File: src/verilog/sxf_params.svh
// timing-free constants for the serial xon/xoff flow control block
// assumes one 100 MHz clock and byte-wide uart streams on both sides
// What this block does
// - with transmit flow control on, a received XOFF (19) stops new outgoing data one clock after it arrives.
// - with transmit flow control on and output paused, a received XON (17) resumes output.
// - with receive flow control on, an XOFF goes out when the receive buffer is nearly full.
// - with receive flow control on and XOFF sent, an XON goes out once the buffer drains.
// - both transmit and receive flow control are off after power-on reset.
// - the command takes optional tx then optional rx; a leading comma sets rx alone.
// - the command with no argument replies "t,r" then CR LF, each 1 for on or 0 for off.
// - settings hold until changed, the online-reset command, or power loss.
`ifndef SXF_PARAMS_SVH
`define SXF_PARAMS_SVH

`define SXF_CHAR_XON     8'h11
`define SXF_CHAR_XOFF    8'h13
`define SXF_CHAR_CR      8'h0d
`define SXF_CHAR_LF      8'h0a
`define SXF_CHAR_COMMA   8'h2c
`define SXF_CHAR_SPACE   8'h20
`define SXF_CHAR_ZERO    8'h30
`define SXF_CHAR_ONE     8'h31

`define SXF_FIFO_WIDTH   8
`define SXF_FIFO_DEPTH   8
`define SXF_FIFO_AW      3
`define SXF_CNT_W        4
`define SXF_NEAR_FULL    4'h6
`define SXF_RESUME_LVL   4'h2

`define SXF_RSP_LEN      3'h5
`define SXF_RSP_LAST     3'h4

`endif

File: src/verilog/sxf_pkg.sv
// types used by the flow control block: byte and argument parser state
// assumes sxf_params.svh is on the include path
`include "sxf_params.svh"
package sxf_pkg;
    typedef logic [7:0] sxf_byte_t;

    typedef enum logic [1:0] {
        SXF_ARG_TX  = 2'b00,
        SXF_ARG_RX  = 2'b01,
        SXF_ARG_BAD = 2'b10
    } sxf_arg_st_t;
endpackage : sxf_pkg
File: src/verilog/sxf_fifo_if.sv
// valid/ready carrier between the flow control core and its receive buffer
// assumes both ends run on the same clock
`include "sxf_params.svh"
interface sxf_fifo_if;
    logic                      in_valid;
    logic                      in_ready;
    logic [`SXF_FIFO_WIDTH-1:0] in_data;
    logic                      out_valid;
    logic                      out_ready;
    logic [`SXF_FIFO_WIDTH-1:0] out_data;
    logic [`SXF_CNT_W-1:0]     count;

    modport buf_side (
        input  in_valid, in_data, out_ready,
        output in_ready, out_valid, out_data, count
    );
    modport user_side (
        output in_valid, in_data, out_ready,
        input  in_ready, out_valid, out_data, count
    );
endinterface : sxf_fifo_if

File: src/verilog/sxf_fifo.sv
// synchronous fifo holding received serial bytes
// assumes synchronous active-low reset; count is exact occupancy
`include "sxf_params.svh"
module sxf_fifo #(
    parameter int WIDTH = `SXF_FIFO_WIDTH,
    parameter int DEPTH = `SXF_FIFO_DEPTH,
    parameter int AW    = `SXF_FIFO_AW
) (
    // clock and reset
    input  wire logic   i_clk,
    input  wire logic   i_rst_b,
    // stream ports
    sxf_fifo_if.buf_side fb
);
    logic [WIDTH-1:0] mem [DEPTH];
    logic [AW-1:0]    wr_ptr_r;
    logic [AW-1:0]    rd_ptr_r;
    logic [AW:0]      cnt_r;
    logic             push;
    logic             pop;

    assign fb.in_ready  = (cnt_r != (AW+1)'(DEPTH));
    assign fb.out_valid = (cnt_r != '0);
    assign fb.out_data  = mem[rd_ptr_r];
    assign fb.count     = `SXF_CNT_W'(cnt_r);
    assign push         = fb.in_valid && fb.in_ready;
    assign pop          = fb.out_valid && fb.out_ready;

    always_ff @(posedge i_clk) begin
        if (push) begin
            mem[wr_ptr_r] <= fb.in_data;
        end
    end

    always_ff @(posedge i_clk) begin
        if (!i_rst_b) begin
            wr_ptr_r <= '0;
            rd_ptr_r <= '0;
            cnt_r    <= '0;
        end else begin
            if (push) begin
                wr_ptr_r <= (wr_ptr_r == AW'(DEPTH-1)) ? '0 : wr_ptr_r + 1'b1;
            end
            if (pop) begin
                rd_ptr_r <= (rd_ptr_r == AW'(DEPTH-1)) ? '0 : rd_ptr_r + 1'b1;
            end
            if (push && !pop) begin
                cnt_r <= cnt_r + 1'b1;
            end else if (pop && !push) begin
                cnt_r <= cnt_r - 1'b1;
            end
        end
    end
endmodule : sxf_fifo

File: src/verilog/sxf_flow.sv
// xon/xoff software flow control between a uart and the host side
// assumes uart rx/tx byte handshakes and the command parser share I_SYS_CLK;
// the parser forwards only the argument characters of the xon command
`include "sxf_params.svh"
module sxf_flow (
    // clock and reset
    input  wire logic       I_SYS_CLK,
    input  wire logic       I_RST_B,
    // received serial bytes from the uart receiver
    input  wire logic       I_RX_VALID,
    input  wire logic [7:0] I_RX_DATA,
    output logic            O_RX_READY,
    output logic            O_RX_OVERFLOW,
    // buffered received bytes toward the host
    output logic            O_RXB_VALID,
    output logic [7:0]      O_RXB_DATA,
    input  wire logic       I_RXB_READY,
    // host bytes to be sent on the serial line
    input  wire logic       I_TX_VALID,
    input  wire logic [7:0] I_TX_DATA,
    output logic            O_TX_READY,
    // characters toward the uart transmitter
    output logic            O_SER_VALID,
    output logic [7:0]      O_SER_DATA,
    input  wire logic       I_SER_READY,
    // xon command arguments and online reset
    input  wire logic       I_ARG_VALID,
    input  wire logic [7:0] I_ARG_DATA,
    input  wire logic       I_ONL,
    output logic            O_ARG_ERR,
    // settings reply toward the host
    output logic            O_RSP_VALID,
    output logic [7:0]      O_RSP_DATA,
    input  wire logic       I_RSP_READY,
    // current state
    output logic            O_TX_FLOW_EN,
    output logic            O_RX_FLOW_EN,
    output logic            O_TX_PAUSED
);
    function automatic sxf_pkg::sxf_byte_t bool_char(input logic b);
        return b ? `SXF_CHAR_ONE : `SXF_CHAR_ZERO;
    endfunction : bool_char

    // reply byte by position: tx digit, comma, rx digit, CR, LF
    function automatic sxf_pkg::sxf_byte_t reply_char(input logic [2:0] idx,
                                                      input logic       t,
                                                      input logic       r);
        case (idx)
            3'h0:    return bool_char(t);
            3'h1:    return `SXF_CHAR_COMMA;
            3'h2:    return bool_char(r);
            3'h3:    return `SXF_CHAR_CR;
            default: return `SXF_CHAR_LF;
        endcase
    endfunction : reply_char

    function automatic logic is_bool_char(input sxf_pkg::sxf_byte_t c);
        return (c == `SXF_CHAR_ZERO) || (c == `SXF_CHAR_ONE);
    endfunction : is_bool_char

    sxf_fifo_if fif ();

    sxf_fifo #(
        .WIDTH (`SXF_FIFO_WIDTH),
        .DEPTH (`SXF_FIFO_DEPTH),
        .AW    (`SXF_FIFO_AW)
    ) u_rx_buf (
        .i_clk   (I_SYS_CLK),
        .i_rst_b (I_RST_B),
        .fb      (fif.buf_side)
    );

    // settings and flow state
    logic                 tx_en_r;
    logic                 rx_en_r;
    logic                 paused_r;
    logic                 xoff_sent_r;
    // argument parser
    sxf_pkg::sxf_arg_st_t arg_st_r;
    logic                 have_tx_r;
    logic                 have_rx_r;
    logic                 tx_val_r;
    logic                 rx_val_r;
    logic                 commit;
    logic                 query;
    // reply
    logic                 rsp_busy_r;
    logic [2:0]           rsp_idx_r;
    logic                 rsp_tx_r;
    logic                 rsp_rx_r;
    sxf_pkg::sxf_byte_t   rsp_data_r;
    logic                 tx_ready_r;
    // transmit path
    logic                 hold_valid_r;
    sxf_pkg::sxf_byte_t   hold_data_r;
    logic                 ser_valid_r;
    sxf_pkg::sxf_byte_t   ser_data_r;
    logic                 slot_free;
    logic                 need_xoff;
    logic                 need_xon;
    logic                 send_xoff;
    logic                 send_xon;
    logic                 send_data;
    logic                 take_tx;
    // receive path
    logic                 rx_is_xon;
    logic                 rx_is_xoff;
    logic                 rx_consume;
    logic                 rxb_valid_r;
    sxf_pkg::sxf_byte_t   rxb_data_r;
    logic                 rxb_load;
    logic                 rx_ready_r;
    logic                 overflow_r;
    logic                 arg_err_r;

    // receive filter: flow characters are eaten only while tx flow control is on
    assign rx_is_xon  = I_RX_VALID && (I_RX_DATA == `SXF_CHAR_XON);
    assign rx_is_xoff = I_RX_VALID && (I_RX_DATA == `SXF_CHAR_XOFF);
    assign rx_consume = tx_en_r && (rx_is_xon || rx_is_xoff);

    assign fif.in_valid  = I_RX_VALID && !rx_consume;
    assign fif.in_data   = I_RX_DATA;
    assign rxb_load      = !rxb_valid_r || I_RXB_READY;
    assign fif.out_ready = rxb_load;

    // argument commit on carriage return
    assign commit = I_ARG_VALID && (I_ARG_DATA == `SXF_CHAR_CR) && (arg_st_r != sxf_pkg::SXF_ARG_BAD);
    assign query  = commit && (arg_st_r == sxf_pkg::SXF_ARG_TX) && !have_tx_r;

    // flow character requests toward the serial line
    assign need_xoff = rx_en_r && !xoff_sent_r && (fif.count >= `SXF_NEAR_FULL);
    // a sender left in xoff when rx flow control is turned off would hang, so release it
    assign need_xon  = xoff_sent_r && (!rx_en_r || (fif.count <= `SXF_RESUME_LVL));

    // a new character enters the output register only after the last one was taken
    assign slot_free = !ser_valid_r || I_SER_READY;
    assign send_xoff = slot_free && need_xoff;
    assign send_xon  = slot_free && !need_xoff && need_xon;
    assign send_data = slot_free && !need_xoff && !need_xon && hold_valid_r
                       && !(tx_en_r && paused_r);
    assign take_tx   = I_TX_VALID && O_TX_READY;

    // settings
    always_ff @(posedge I_SYS_CLK) begin
        if (!I_RST_B) begin
            tx_en_r <= 1'b0;
            rx_en_r <= 1'b0;
        end else if (I_ONL) begin
            tx_en_r <= 1'b0;
            rx_en_r <= 1'b0;
        end else if (commit) begin
            if (have_tx_r) begin
                tx_en_r <= tx_val_r;
            end
            if (have_rx_r) begin
                rx_en_r <= rx_val_r;
            end
        end
    end

    // argument parser
    always_ff @(posedge I_SYS_CLK) begin
        if (!I_RST_B || I_ONL) begin
            arg_st_r  <= sxf_pkg::SXF_ARG_TX;
            have_tx_r <= 1'b0;
            have_rx_r <= 1'b0;
            tx_val_r  <= 1'b0;
            rx_val_r  <= 1'b0;
            arg_err_r <= 1'b0;
        end else begin
            arg_err_r <= 1'b0;
            if (I_ARG_VALID) begin
                if (I_ARG_DATA == `SXF_CHAR_CR) begin
                    arg_err_r <= (arg_st_r == sxf_pkg::SXF_ARG_BAD);
                    arg_st_r  <= sxf_pkg::SXF_ARG_TX;
                    have_tx_r <= 1'b0;
                    have_rx_r <= 1'b0;
                end else if (I_ARG_DATA != `SXF_CHAR_SPACE) begin
                    case (arg_st_r)
                        sxf_pkg::SXF_ARG_TX: begin
                            if (is_bool_char(I_ARG_DATA)) begin
                                have_tx_r <= 1'b1;
                                tx_val_r  <= I_ARG_DATA[0];
                            end else if (I_ARG_DATA == `SXF_CHAR_COMMA) begin
                                arg_st_r <= sxf_pkg::SXF_ARG_RX;
                            end else begin
                                arg_st_r <= sxf_pkg::SXF_ARG_BAD;
                            end
                        end
                        sxf_pkg::SXF_ARG_RX: begin
                            if (is_bool_char(I_ARG_DATA)) begin
                                have_rx_r <= 1'b1;
                                rx_val_r  <= I_ARG_DATA[0];
                            end else begin
                                arg_st_r <= sxf_pkg::SXF_ARG_BAD;
                            end
                        end
                        default: begin
                            arg_st_r <= sxf_pkg::SXF_ARG_BAD;
                        end
                    endcase
                end
            end
        end
    end

    // settings reply; a query arriving while one is still going out is dropped
    always_ff @(posedge I_SYS_CLK) begin
        if (!I_RST_B) begin
            rsp_busy_r <= 1'b0;
            rsp_idx_r  <= '0;
            rsp_tx_r   <= 1'b0;
            rsp_rx_r   <= 1'b0;
            rsp_data_r <= '0;
        end else if (!rsp_busy_r) begin
            if (query) begin
                rsp_busy_r <= 1'b1;
                rsp_idx_r  <= '0;
                rsp_tx_r   <= tx_en_r;
                rsp_rx_r   <= rx_en_r;
                rsp_data_r <= reply_char(3'h0, tx_en_r, rx_en_r);
            end
        end else if (I_RSP_READY) begin
            if (rsp_idx_r == `SXF_RSP_LAST) begin
                rsp_busy_r <= 1'b0;
            end
            rsp_idx_r  <= rsp_idx_r + 3'h1;
            // next byte is registered so the output comes straight from a flop
            rsp_data_r <= reply_char(rsp_idx_r + 3'h1, rsp_tx_r, rsp_rx_r);
        end
    end

    assign O_RSP_VALID = rsp_busy_r;
    assign O_RSP_DATA  = rsp_data_r;

    // pause state of outgoing data
    always_ff @(posedge I_SYS_CLK) begin
        if (!I_RST_B || I_ONL) begin
            paused_r <= 1'b0;
        end else if (!tx_en_r) begin
            paused_r <= 1'b0;
        end else if (rx_is_xoff) begin
            paused_r <= 1'b1;
        end else if (rx_is_xon) begin
            paused_r <= 1'b0;
        end
    end

    // receive-side flow: remembers that the far sender was told to stop
    always_ff @(posedge I_SYS_CLK) begin
        if (!I_RST_B) begin
            xoff_sent_r <= 1'b0;
        end else if (send_xoff) begin
            xoff_sent_r <= 1'b1;
        end else if (send_xon) begin
            xoff_sent_r <= 1'b0;
        end
    end

    // one-byte holding stage for host data
    always_ff @(posedge I_SYS_CLK) begin
        if (!I_RST_B) begin
            hold_valid_r <= 1'b0;
            hold_data_r  <= '0;
            tx_ready_r   <= 1'b1;
        end else if (take_tx) begin
            hold_valid_r <= 1'b1;
            hold_data_r  <= I_TX_DATA;
            tx_ready_r   <= 1'b0;
        end else if (send_data) begin
            hold_valid_r <= 1'b0;
            tx_ready_r   <= 1'b1;
        end
    end
    // ready only while the holding stage is empty, so a taken byte is never overwritten
    assign O_TX_READY = tx_ready_r;

    // serial output register
    always_ff @(posedge I_SYS_CLK) begin
        if (!I_RST_B) begin
            ser_valid_r <= 1'b0;
            ser_data_r  <= '0;
        end else if (slot_free) begin
            ser_valid_r <= send_xoff || send_xon || send_data;
            if (send_xoff) begin
                ser_data_r <= `SXF_CHAR_XOFF;
            end else if (send_xon) begin
                ser_data_r <= `SXF_CHAR_XON;
            end else if (send_data) begin
                ser_data_r <= hold_data_r;
            end
        end
    end

    // registered buffer output stage toward the host
    always_ff @(posedge I_SYS_CLK) begin
        if (!I_RST_B) begin
            rxb_valid_r <= 1'b0;
            rxb_data_r  <= '0;
        end else if (rxb_load) begin
            rxb_valid_r <= fif.out_valid;
            if (fif.out_valid) begin
                rxb_data_r <= fif.out_data;
            end
        end
    end

    // overflow pulse when a data byte meets a full buffer; the byte is lost
    always_ff @(posedge I_SYS_CLK) begin
        if (!I_RST_B) begin
            overflow_r <= 1'b0;
            rx_ready_r <= 1'b0;
        end else begin
            overflow_r <= fif.in_valid && !fif.in_ready;
            rx_ready_r <= fif.in_ready;
        end
    end

    assign O_RX_READY    = rx_ready_r;
    assign O_RX_OVERFLOW = overflow_r;
    assign O_RXB_VALID   = rxb_valid_r;
    assign O_RXB_DATA    = rxb_data_r;
    assign O_SER_VALID   = ser_valid_r;
    assign O_SER_DATA    = ser_data_r;
    assign O_ARG_ERR     = arg_err_r;
    assign O_TX_FLOW_EN  = tx_en_r;
    assign O_RX_FLOW_EN  = rx_en_r;
    assign O_TX_PAUSED   = paused_r;
endmodule : sxf_flow

File: config.mk
export PLATFORM = sky130hd
export DESIGN_NAME = sxf_flow
export DESIGN_NICKNAME = d
export VERILOG_FILES = /design/src/verilog/sxf_pkg.sv /design/src/verilog/sxf_fifo_if.sv /design/src/verilog/sxf_fifo.sv /design/src/verilog/sxf_flow.sv
export VERILOG_INCLUDE_DIRS = /design/src /design/src/verilog
export SDC_FILE = /design/constraint.sdc
export NUM_CORES = 1
export LEC_CHECK = 0
export ABC_CLOCK_PERIOD_IN_PS = 2400
export BUFFER_PORTS_ARGS = -buffer_cell sky130_fd_sc_hd__buf_4
export CORE_AREA = 2 2 112 114
export CTS_BUF_LIST = sky130_fd_sc_hd__clkbuf_8
export DETAILED_ROUTE_END_ITERATION = 8
export DIE_AREA = 0 0 114 116
export PLACE_DENSITY = 0.67
export SLEW_MARGIN = 20
export SYNTH_ARGS = -nofsm -noshare
export SYNTH_HDL_FRONTEND = slang
export SYNTH_SLANG_ARGS = --single-unit
File: constraint.sdc
create_clock -name I_SYS_CLK -period 2.4 [get_ports I_SYS_CLK]
set_input_delay 0.12 -clock I_SYS_CLK [delete_from_list [all_inputs] [get_ports I_SYS_CLK]]
set_output_delay 0.12 -clock I_SYS_CLK [all_outputs]
set_load 0.005 [all_outputs]
* After elaboration in Yosys (flattened, before gate mapping)
Memories as Yosys holds them, arrays and structs flattened. A register that Yosys moved wholly into a read port is not among the register bits.
Cells that the tools add are included.
Widths: inputs -> output; s select.
** Word-level totals
- Memory bits (writable) :: 64
- Memories kept :: 1
- Output and inout bits :: 34
- Register bits :: 57
- ROM bits :: 0
- Latch bits :: 0
- Word-level logic and storage cells :: 176
** Cells by class
- Add/sub/neg operators :: 5
- Bitwise gates (word level) :: 5
- $mul :: 0
- Multiplexer cells :: 44
- Magnitude comparators :: 2
- Eq/ne operators :: 20
- Shifts and indexed selects :: 0
- Div/mod/pow operators :: 0
- Reduce and logical (&&, ||, !) cells :: 73
** Memory list
- u_rx_buf.mem :: words 8, width 8, rd ports 1, clocked after memory_dff 1, wr ports 1, line sxf_fifo.sv:15 : logic [WIDTH-1:0] mem [DEPTH];
** Operators by type and width (count)
- $mux 8 :: 6
- $eq 8x6->1 const B :: 3
- $logic_and 1x1->1 :: 24
- $mux 1 :: 24
- $pmux 6 s4 :: 1
- $reduce_bool 2->1 :: 9
- $eq 8x5->1 const B :: 2
- $mux 3 :: 5
- $logic_not 1->1 :: 14
- $reduce_and 2->1 :: 6
- $reduce_and 4->1 :: 3
- $mux 2 :: 5
- $reduce_and 5->1 :: 2
- $add 3x1->3 const B :: 3
- $eq 3x3->1 const B :: 3
- $eq 8x4->1 const B :: 1
- $logic_or 1x1->1 :: 8
- $mux 4 :: 2
- $ne 8x6->1 const B :: 1
- $eq 3x2->1 const B :: 2
- $ne 3x3->1 const B :: 2
- $not 1->1 :: 5
- $add 4x1->4 const B :: 1
- $ge 4x3->1 const B :: 1
- 14 further kinds :: 16

* Depth between registers and ports, before layout
Gate-level depths: netlist of run 1.
- Depth after elaboration :: 11
- Depth in mapped cells :: 11

* Modules after synthesis
Synthesis of run 1 repeated with hierarchy kept, for this count alone.
** Unflattened totals
- Cell total of the unflattened synthesis :: 430
- Area total of the unflattened synthesis :: 5504.0 sq um
** Modules (own cells, without submodules)
- sxf_fifo :: sequential area each 2182.1 sq um, cells an instance 168, area each 3151.8 sq um, times used 1
- sxf_flow :: sequential area each 1061.0 sq um, cells an instance 262, area each 2352.3 sq um, times used 1

* Worst setup path before layout of run 1
Ideal clock, no wire load.
- Kind :: register -> register
- Start :: reg u_rx_buf.cnt_r[0], in the netlist u_rx_buf.fb.count[0]
- End :: reg u_rx_buf.cnt_r[3], in the netlist u_rx_buf.fb.count[3]
- Library setup time :: 0.072 ns
- Period minus slack after synthesis :: 2.418 ns
- Data arrival time :: 2.346 ns
- Setup slack :: -0.018 ns
- Cell stages (with the launch flop) :: 10
- Path through :: dfxtp_1 -> nor4b_1 -> a311oi_2 -> ha_1 -> inv_1 -> ha_1 -> a21o_1 -> a21oi_1 -> mux2i_1 -> mux2i_1
** On the way
- Longest elaborated chain between the ends :: 5
** Ends and longest elaborated chain
- from (decl) :: line sxf_fifo.sv:18 : logic [AW:0] cnt_r;
- from (signal assigned) :: line sxf_fifo.sv:48 : cnt_r <= cnt_r + 1'b1;
- from (signal assigned) :: line sxf_fifo.sv:50 : cnt_r <= cnt_r - 1'b1;
- $ne 4x4->1 (*) :: line sxf_fifo.sv:22 : assign fb.in_ready = (cnt_r != (AW+1)'(DEPTH));
- $logic_and 1x1->1 (*) :: line sxf_fifo.sv:26 : assign push = fb.in_valid && fb.in_ready;
- via u_rx_buf.push :: line sxf_fifo.sv:19 : logic push;
- $logic_not 1->1 :: line sxf_fifo.sv:49 : end else if (pop && !push) begin
- $logic_and 1x1->1 :: line sxf_fifo.sv:49
- $reduce_bool 2->1 (no line)
Mark *: on every way through the listed nets, which the timed path passes. The rest lies on a longest branch. The select of a mux whose other input is x is not followed.
A chain may end at the register's enable or synchronous reset.

* Worst setup path in the final report of run 1
- Start :: in I_RX_DATA[4]
- End :: mem u_rx_buf.mem[3][2] (netlist bit), enable pin
** On the way
- Longest elaborated chain between the ends :: 9
** Ends and longest elaborated chain
- from (decl) :: line sxf_flow.sv:11 : input wire logic [7:0] I_RX_DATA,
- $eq 8x5->1 (no line)
- $logic_and 1x1->1, on equally long branches :: line sxf_flow.sv:117, sxf_flow.sv:118
- $logic_or 1x1->1 (*) :: line sxf_flow.sv:119 : assign rx_consume = tx_en_r && (rx_is_xon || rx_is_xoff);
- $logic_and 1x1->1 (*) :: line sxf_flow.sv:119
- $logic_not 1->1 (*) :: line sxf_flow.sv:121 : assign fif.in_valid = I_RX_VALID && !rx_consume;
- $logic_and 1x1->1 (*) :: line sxf_flow.sv:121
- $logic_and 1x1->1 (*) :: line sxf_fifo.sv:26
- via u_rx_buf.push :: line sxf_fifo.sv:19
- $mux 1 (*) :: line sxf_fifo.sv:30 : if (push) begin
- $mux 1 (implied by the code) (*) :: line sxf_fifo.sv:31 : mem[wr_ptr_r] <= fb.in_data;
- to (decl) :: line sxf_fifo.sv:15
Mark *: on every way through the listed nets, which the timed path passes. The rest lies on a longest branch.

==> run_results.csv, run 1 <==
group,metric,value,unit
status,status,"finished clean",
synthesis,synth_common_cells,"64 x edfxtp_1, 63 x dfxtp_1, 44 x nand2_1",
setup_path,end_kind,"register",
drt,avgRoutedWirePerCell,16.63,um
die,start_util,44.19,%
timing,slew_viol_final,0,
timing,min_period,2.345,ns
flow_run,cap_viol_max_count,0,
die,die_x,114,um
drt,first_pass_iters,5,
die,core,11910,um2
global_route,grt_overflow,0,
setup_path,crit_slowest_cell,"nor2_1",
die,die-area,13220,um2
global_route,grt_pass1_wl,18.29,mm
drt,ant_nets,0,
place,dp_hpwl,7.532,mm
finish,area_delta_synth_final,26.34,%
setup_path,crit_chain,"dlygate4sd3_1, buf_6, nor4b_2, buf_4, a311oi_4, buf_4, nand2_1, nor2_1",
cts,clk_latency,0.43,ns
cts,clkTransAtPathRegs,0.07,ns
finish,final_area,6650,um2
place,dp_cells,629,
synthesis,synth_top_cell_by_area,"edfxtp_1",
cts,cts-htree-levels,4,
power_and_ir_drop,power_density,926.3,nW/um2
setup_path,path_class,"in2reg",
setup_path,critPathArrivalTime,2.40,ns
power_and_ir_drop,p_switching,1711,uW
die,ios,67,
cts,numCtsBuffers,17,
finish,multi_input_area,2009,um2
cts,clk_path_buf_depth,2,
cts,clockRootBuffer,"clkbuf_8",
power_and_ir_drop,vdd_ir_drop_max,0.0003707,V
synthesis,ys_warn_count,0,
place,post_dp_cell_area,5952,um2
setup_path,cp_top_family,"buffers and inverters",
synthesis,syn_avg_cell_area,12.44,um2
drt,drc_errors,0,
global_route,gr-usage-all-layers,18.18,%
timing,relSlewSlack,38.17,%
setup_path,path_buf_inv,4,
power_and_ir_drop,pwr-share-clk,33.1,%
setup_path,critical_path_required,2.45,ns
power_and_ir_drop,comb_power_share,23.7,%
min_path,hold_class,"in2reg",
timing,period_share,97.71,%
synthesis,synth_cell_types,54,
finish,diodes,0,
synthesis,synthMostInstantiatedCell,"edfxtp_1",
global_route,grt_max_degree,32,
drt,routed_via_density,5.328,
timing,max_freq,426.4,MHz
synthesis,syn-cell-area,5264,um2
power_and_ir_drop,sw_frac_of_total,27.77,%
synthesis,async_flop_share,0,%
finish,instances_no_fill,680,
synthesis,synth.area.top_cells,"edfxtp_1 37%, dfxtp_1 24%, mux4_2 6.8%",
timing,max_slew.worst_pin.slew,0.9241,ns
synthesis,synth.top_cell.area_share,36.51,%
finish,fin_util,55.83,%
finish,drive_above_1_share,27.20,%
synthesis,ys.flop_type,"edfxtp_1",
synthesis,synth_edf_count,64,
finish,final_nets,566,
setup_path,critPathMaxFanout,9,
finish,num-fill-cells,997,
timing,tns,0,ns
place,io_buffers,64,
drt,drt_wl_total,11.31,mm
synthesis,synthCells,423,
cts,cts_tree,"yes",
global_route,grt_pass1_vias,3600,
cts,cts.sinks,127,
drt,num_vias,3623,
timing,rsz0062_at_grt,"no",
synthesis,synth-seq-cells,127,
synthesis,yosysSeqAreaShare,60.47,%
die,fp-row-count,40,
setup_path,crit_top_cell,"buf_4",
drt,drt_first_iter_violations,175,
setup_path,startpoint_type,"input port",
setup_path,max_stage_delay,0.74,ns
timing,setup_viol,0,
finish,seqCellArea,3184,um2
global_route,antenna_found_initial,0,
timing,finClkSkew,0.006266,ns
setup_path,rrSetupSlack,0.11,ns
timing,final-hold-violation-count,0,
place,routabilityCongestion,0.8143,
power_and_ir_drop,seqPwrFrac,43.3,%
power_and_ir_drop,leakagePower,0.002485,uW
power_and_ir_drop,power.internal,4449,uW
die,die_h,116,um
## power groups by stage
stage | registers (uW) | logic, uW | clock network [uW]
6_report | 2670 | 1460 | 2040
5_1_grt | 2690 | 1630 | 2170
4_1_cts | 2650 | 1440 | 2080
3_5_place_dp | 2700 | 1410 | 0
3_3_place_gp | 2690 | 1360 | 0
2_1_floorplan | 2640 | 968 | 0
## through the flow
| stage | power [uW] | setup slack, ns | hold WS [ns] |
|---|---|---|---|
| final | 6160 | 0.05486 | 0.02992 |
| after global routing | 6489 | 0.009162 | 0.03849 |
| after CTS | 6168 | 0.04234 | 0.004564 |
| after detailed placement | 4102 | 0.1103 | 0.3741 |
| after global placement | 4048 | 0.1376 | 0.3617 |
| after floorplan | 3606 | 0.007967 | 0.2189 |
## state kept, by name (all words and copies together), names as in the netlist, 3 cells and up
name and count:
O_RSP_DATA 6, u_rx_buf.mem 64, u_rx_buf.rd_ptr_r 3, O_RXB_DATA 8, u_rx_buf.wr_ptr_r 3, O_SER_DATA 8
hold_data_r 8, rsp_idx_r 3, u_rx_buf.fb.count 4
## cell type report
cell class                      count  area share, %
Multi-Input combinational cell    265          30.22
Timing Repair Buffer               97          11.72
Sequential cell                   127          47.88
Clock buffer                       19          3.932
Clock inverter                     13          2.803
Inverter                           12         0.6773
Tap cell                          147          2.766
## repair_timing
item | CTS | global route
hold endpoints to repair | 76 | 0
resized for setup | 0 | 12
hold buffers | 19 | 0
setup endpoints to repair | 0 | 26
buffers inserted | 0 | 0
## cell usage in the layout, fill, tap and decap left out, types with 5 or more instances in the layout
cell type and n:
nand3_1 9, buf_4 77, o21ai_0 18, edfxtp_1 64, dfxtp_1 62, a21oi_1 36, dlygate4sd3_1 19, a32o_1 6
nand2b_1 9, ha_1 11, clkbuf_8 19, nor3_1 6, nor2b_1 5, nor2_1 25, mux4_2 16, inv_1 12
nand2_1 44, o211ai_1 5, mux2i_1 18
## routing by layer
metal | track usage, % | routed length [um] | vias up
met4 | 6.504 | 126 | 0
met3 | 3.870 | 575 | 11
li1 | - | - | 1768
met5 | 0 | 0 | -
met2 | 29.56 | 5641 | 100
met1 | 24.33 | 4965 | 1744
## path summary, 6_finish.rpt
path | startpoint | to | depth (start not counted)
max | I_RX_DATA[4] | u_rx_buf.mem[3][2] | 8
min | I_ARG_DATA[2] | have_tx_r | 4
max reg2reg | u_rx_buf.fb.count[3] | u_rx_buf.mem[3][2] | 5
min reg2reg | hold_data_r[2] | hold_data_r[2] | 2
## kinds of logic after synthesis
group                      Yosys count  share of synthesized area (%)
DFF                                127                          60.47
buffers and inverters               32                          2.591
xor gates and xnor gates             2                         0.3328
adders and majority gates           13                          3.233
other                                1                        0.07124
AOI/OAI and AO/OA                   90                          10.89
and+or+nand+nor                    123                          11.93
muxes                               35                          10.48
## worst reg2reg max path: cells and delay by family (launching register included)
family                 cells  cell delay (ns)
and+or+nand+nor            3             1.03
DFF                        1             0.39
AOI/OAI and AO/OA          1             0.29
buffers and inverters      1             0.20
Power figures use the tool's default switching activity.
==> inputs of run 2 (changes only) <==
- ABC_CLOCK_PERIOD_IN_PS: 2400 -> 2700
- BUFFER_PORTS_ARGS: -buffer_cell sky130_fd_sc_hd__buf_4 -> -buffer_cell sky130_fd_sc_hd__buf_2
- PLACE_DENSITY: 0.67 -> unset
- clock period: 2.4 -> 2.7 ns (I/O delays scaled with it)
==> run 2 against run 1 <==
Sequential cell count unchanged. Worst setup slack improved by 0.16 ns. Core utilization shrank 2.1 points. Final cell count rose by 0.44%. First-iteration DRC count increased by 18%. Wire length is 0.33% lower. Global-route usage fell by 0.058 points. Clock power fell by 20%. Via count is 0.58% higher. Largest cell class unchanged. Largest power group unchanged.
==> run_results.csv, run 2 (synthesis gave the netlist of run 1 again) <==
group,metric,value,unit
timing,final-hold-violation-count,0,
setup_path,path_class,"in2reg",
power_and_ir_drop,sw_frac_of_total,29.71,%
setup_path,end_kind,"register",
timing,setup_viol,0,
setup_path,rr_startpoint,"u_rx_buf.fb.count[0]",
finish,largest_reg_flops,64,
power_and_ir_drop,leakagePower,0.002420,uW
drt,drt_first_iter_violations,206,
min_path,hold_class,"in2reg",
setup_path,critPathArrivalTime,2.86,ns
die,start_util,44.19,%
setup_path,critical_path_required,3.07,ns
min_path,hp-start,"I_SER_READY",
power_and_ir_drop,power.internal,3621,uW
drt,ant_nets,0,
timing,min_period,2.488,ns
setup_path,r2r_cells,10,
power_and_ir_drop,comb_power_share,22.6,%
finish,area_delta_synth_final,21.58,%
drt,avgRoutedWirePerCell,16.50,um
timing,relSlewSlack,39.96,%
setup_path,critPathMaxFanout,9,
setup_path,path_buf_inv,3,
finish,final_area,6400,um2
setup_path,crit_slowest_cell,"dlygate4sd3_1",
status,status,"finished clean",
place,dp_hpwl,7.521,mm
setup_path,rr_endpoint,"u_rx_buf.fb.count[3]",
place,io_buffers,64,
cts,clk_path_buf_depth,2,
cts,cts-htree-levels,4,
drt,drc_errors,0,
drt,first_pass_iters,4,
setup_path,rrSetupSlack,0.24,ns
global_route,grt_overflow,0,
cts,clk_latency,0.45,ns
cts,numCtsBuffers,17,
timing,max_slew.worst_pin.slew,0.8993,ns
finish,instances_no_fill,683,
power_and_ir_drop,vdd_ir_drop_max,0.0003295,V
finish,fin_util,53.73,%
die,fp-row-count,40,
setup_path,crit_chain,"dlygate4sd3_1, buf_2, nor3b_1, a311oi_2, ha_1, inv_1, ha_1, a21o_1, a21oi_1, mux2i_1, mux2i_1",
die,die_h,116,um
drt,routed_via_density,5.335,
finish,drive_above_1_share,26.12,%
global_route,grt_max_degree,31,
timing,finClkSkew,0.01284,ns
place,dp_cells,632,
global_route,grt_pass1_wl,17.88,mm
timing,max_freq,402.0,MHz
drt,drt_wl_total,11.27,mm
timing,slew_viol_final,0,
flow_run,cap_viol_max_count,0,
finish,diodes,0,
timing,tns,0,ns
cts,cts.sinks,127,
finish,layout_common_cells,"64 x buf_2, 64 x edfxtp_1, 63 x dfxtp_1, 44 x nand2_1, 37 x a21oi_1",
cts,clkTransAtPathRegs,0.08,ns
setup_path,cp_top_family,"buffers and inverters",
finish,num-fill-cells,1040,
cts,clockRootBuffer,"clkbuf_8",
place,post_dp_cell_area,5808,um2
place,routabilityCongestion,0.8269,
finish,seqCellArea,3183,um2
min_path,hold_path_depth,3,
global_route,grt_pass1_vias,3500,
die,ios,67,
finish,final_nets,569,
power_and_ir_drop,pwr-share-clk,31.6,%
die,die_x,114,um
power_and_ir_drop,power_density,804.8,nW/um2
timing,rsz0062_at_grt,"no",
power_and_ir_drop,seqPwrFrac,45.8,%
die,die-area,13220,um2
cts,cts_tree,"yes",
die,core,11910,um2
global_route,antenna_found_initial,0,
finish,multi_input_area,1954,um2
setup_path,startpoint_type,"input port",
global_route,gr-usage-all-layers,18.13,%
setup_path,max_stage_delay,0.52,ns
power_and_ir_drop,p_switching,1530,uW
finish,top_register,"u_rx_buf.mem",
drt,num_vias,3644,
min_path,worst_hold_path.endpoint,"O_SER_VALID",
timing,period_share,92.14,%
[run 2: changes by cell type in the layout (fill, tap and decap cells not counted), sizes merged]
cell | before | now
clkbuf | 19 | 17
inv | 15 | 16
bufinv | 4 | 2
clkinvlp | 3 | 6
buf | 78 | 81
[run 2: cell type report]
class | count | share of cell area, %
tap | 147 | 2.874
timing repair buffer | 100 | 9.971
inverter | 12 | 0.7038
sequential | 127 | 49.74
multi-input combinational | 265 | 30.54
clock inverter | 15 | 2.522
clock buffer | 17 | 3.656
[run 2: worst max-delay path by stage]
stage	startpoint	endpoint	slack (ns)	depth (start not counted)
after floorplan	u_rx_buf.fb.count[0]	u_rx_buf.fb.count[3]	0.28	9
after global routing	I_RX_DATA[0]	u_rx_buf.fb.count[3]	0.03	11
after detailed placement	I_RX_DATA[7]	u_rx_buf.fb.count[3]	0.23	11
after CTS	I_RX_DATA[5]	u_rx_buf.fb.count[3]	0.16	12
after global placement	I_RX_DATA[5]	u_rx_buf.fb.count[3]	0.25	11
final	I_RX_DATA[0]	u_rx_buf.fb.count[3]	0.21	11
[run 2: power groups by stage]
| stage | Sequential, uW | Clock [uW] | Combinational, uW |
|---|---|---|---|
| 2_1_floorplan | 2340 | 0 | 859 |
| 3_3_place_gp | 2400 | 0 | 1120 |
| 3_5_place_dp | 2410 | 0 | 1140 |
| 4_1_cts | 2360 | 1670 | 1170 |
| 5_1_grt | 2390 | 1760 | 1290 |
| 6_report | 2360 | 1630 | 1160 |
[run 2: tightest hold or removal path: cells and delay by family]
family | cells | cell delay (ns)
AOI/OAI and AO/OA | 1 | 0.18
buffers and inverters | 1 | 0.09
and+or+nand+nor | 1 | 0.06
[run 2: layer usage]
layer	track usage (%)	vias up	wire [um]
met2	27.50	84	5393
met1	24.27	1768	5183
met5	0	-	0
met3	5.492	7	590
li1	-	1785	-
met4	7.886	0	105
[run 2: repair_timing]
action | CTS | global route
gates resized for setup | 0 | 1
hold buffers | 19 | 0
buffers inserted | 0 | 0
endpoints found under the setup margin | 0 | 1
hold endpoints to repair | 76 | 0
[run 2: stage by stage]
stage / power, uW / hold WS (ns) / setup slack [ns]
2_1_floorplan: 3201 / 0.2339 / 0.2824
3_3_place_gp: 3524 / 0.3772 / 0.2496
3_5_place_dp: 3548 / 0.3886 / 0.2309
4_1_cts: 5205 / 0.03079 / 0.1576
5_1_grt: 5434 / 0.06348 / 0.03162
6_report: 5151 / 0.06600 / 0.2121
==> inputs of run 3 (changes only) <==
- CORE_AREA: 2 2 112 114 -> 2 2 143 89
- DIE_AREA: 0 0 114 116 -> 0 0 145 91
==> run 3 against run 2 <==
Sequential cell count unchanged. Combinational power about the same. Fmax is 1.9% lower. Largest cell class unchanged. Global-route usage is 0.70 points higher.
==> run_results.csv, run 3 (synthesis gave the netlist of run 1 again) <==
group,metric,value,unit
setup_path,critPathArrivalTime,2.89,ns
timing,setup_viol,0,
drt,drt_wl_total,11.68,mm
power_and_ir_drop,vdd_ir_drop_max,0.0003484,V
global_route,grt_pass1_wl,18.90,mm
die,die-area,13200,um2
die,start_util,44.49,%
global_route,grt_max_degree,31,
timing,min_period,2.535,ns
timing,holdWs,0.02714,ns
drt,first_pass_iters,5,
global_route,gr-usage-all-layers,18.83,%
place,routabilityCongestion,0.7590,
drt,num_vias,3645,
timing,fin_ws,0.1648,ns
timing,slew_viol_final,0,
setup_path,crit_slowest_cell,"dlygate4sd3_1",
timing,finClkSkew,0.007668,ns
drt,avgRoutedWirePerCell,16.62,um
cts,clkTransAtPathRegs,0.07,ns
timing,rsz0062_at_grt,"no",
timing,final-hold-violation-count,0,
setup_path,crit_chain,"dlygate4sd3_1, buf_2, nor4b_2, buf_4, a311oi_2, ha_1, inv_1, ha_1, a21o_1, a21oi_1, mux2i_1, mux2i_1",
place,preCtsSetupSlack,0.2011,ns
cts,cts_setup_buffers,0,
power_and_ir_drop,leakagePower,0.002440,uW
global_route,grt_pass1_vias,3583,
finish,layout_common_cells,"64 x buf_2, 64 x edfxtp_1, 62 x dfxtp_1, 44 x nand2_1, 37 x a21oi_1",
finish,area_delta_synth_final,22.20,%
die,core,11830,um2
cts,clk_latency,0.43,ns
finish,final_nets,570,
cts,cts.sinks,127,
setup_path,path_class,"in2reg",
timing,relSlewSlack,35.26,%
die,die_x,145,um
setup_path,max_stage_delay,0.53,ns
power_and_ir_drop,p_total,5183,uW
status,status,"finished clean",
min_path,hold_class,"in2reg",
flow_run,cap_viol_max_count,0,
setup_path,critPathMaxFanout,9,
place,dp_cells,652,
cts,clockRootBuffer,"clkbuf_8",
power_and_ir_drop,power_density,805.8,nW/um2
setup_path,end_kind,"register",
drt,drt_first_iter_violations,293,
cts,cts_tree,"yes",
timing,period_share,93.90,%
timing,tns,0,ns
die,fp-row-count,31,
place,io_buffers,64,
cts,numCtsBuffers,17,
drt,routed_via_density,5.185,
cts,cts-htree-levels,4,
finish,top_register,"u_rx_buf.mem",
finish,drive_above_1_share,25.70,%
place,dp_hpwl,7.831,mm
drt,drc_errors,0,
timing,max_slew.worst_pin.slew,0.9697,ns
timing,max_freq,394.4,MHz
global_route,antenna_found_initial,1,
cts,clk_path_buf_depth,2,
finish,largest_reg_flops,64,
drt,ant_nets,0,
die,die_h,91,um
finish,instances_no_fill,703,
global_route,grt_overflow,0,
die,ios,67,
setup_path,startpoint_type,"input port",
setup_path,critical_path_required,3.05,ns
run 3: cell count changes in the layout (fill, tap and decap cells not counted), moves of 2 or more:
| cell | delta |
|---|---|
| inv_6 | -4 |
| clkinv_1 | +4 |
| clkinvlp_4 | -3 |
| buf_4 | +2 |
run 3: path summary, 6_finish.rpt:
| kind | slack [ns] | depth (start not counted) | end | from |
|---|---|---|---|---|
| max reg2reg | 0.19 | 10 | u_rx_buf.fb.count[3] | u_rx_buf.fb.count[0] |
| min | 0.03 | 1 | u_rx_buf.mem[1][7] | I_RX_DATA[7] |
| min reg2reg | 0.46 | 2 | hold_data_r[1] | hold_data_r[1] |
| max | 0.16 | 12 | u_rx_buf.fb.count[3] | I_RX_DATA[4] |
run 3: where the power goes:
group	total [uW]	switching [uW]	internal, uW
registers	2360	157	2210
clock network	1640	723	917
logic	1180	586	593
total	5180	1470	3720
run 3: per-layer routing:
layer	routed length, um	part of all wire, %	GRT usage [%]	vias to the layer above
met5	0	0	0	-
met1	5747	49	26.41	1761
met3	632	5.4	5.377	10
li1	-	-	-	1791
met4	85	0.73	6.848	0
met2	5216	45	27.94	83
run 3: worst max-delay path, delay by kind of cell:
| family | cells | cell delay, ns |
|---|---|---|
| simple gates | 1 | 0.18 |
| mux | 2 | 0.44 |
| buf+inv | 4 | 0.96 |
| compound gates | 3 | 0.66 |
| fa+ha+maj | 2 | 0.52 |
run 3: area by class of cell:
class                           instances  area [um2]
Antenna cell                            1       2.502
Clock buffer                           18       247.7
Clock inverter                         14       148.9
Fill cell                            1020        5398
Inverter                               12       45.04
Multi-Input combinational cell        265        1954
Sequential cell                       127        3184
Tap cell                              165       206.4
Timing Repair Buffer                  101       643.1
run 3: what timing repair did:
action,in CTS,in global routing
hold buffers,18,0
endpoints found under the setup margin,0,1
hold endpoints to repair,56,0
resized for setup,0,2
run 3: per-stage QoR:
step	utilization (%)	area (um2)
floorplan	-	5268
global placement	49.41	5846
detailed placement	49.41	5846
CTS	54.29	6422
global route	54.37	6432
finish	54.37	6432
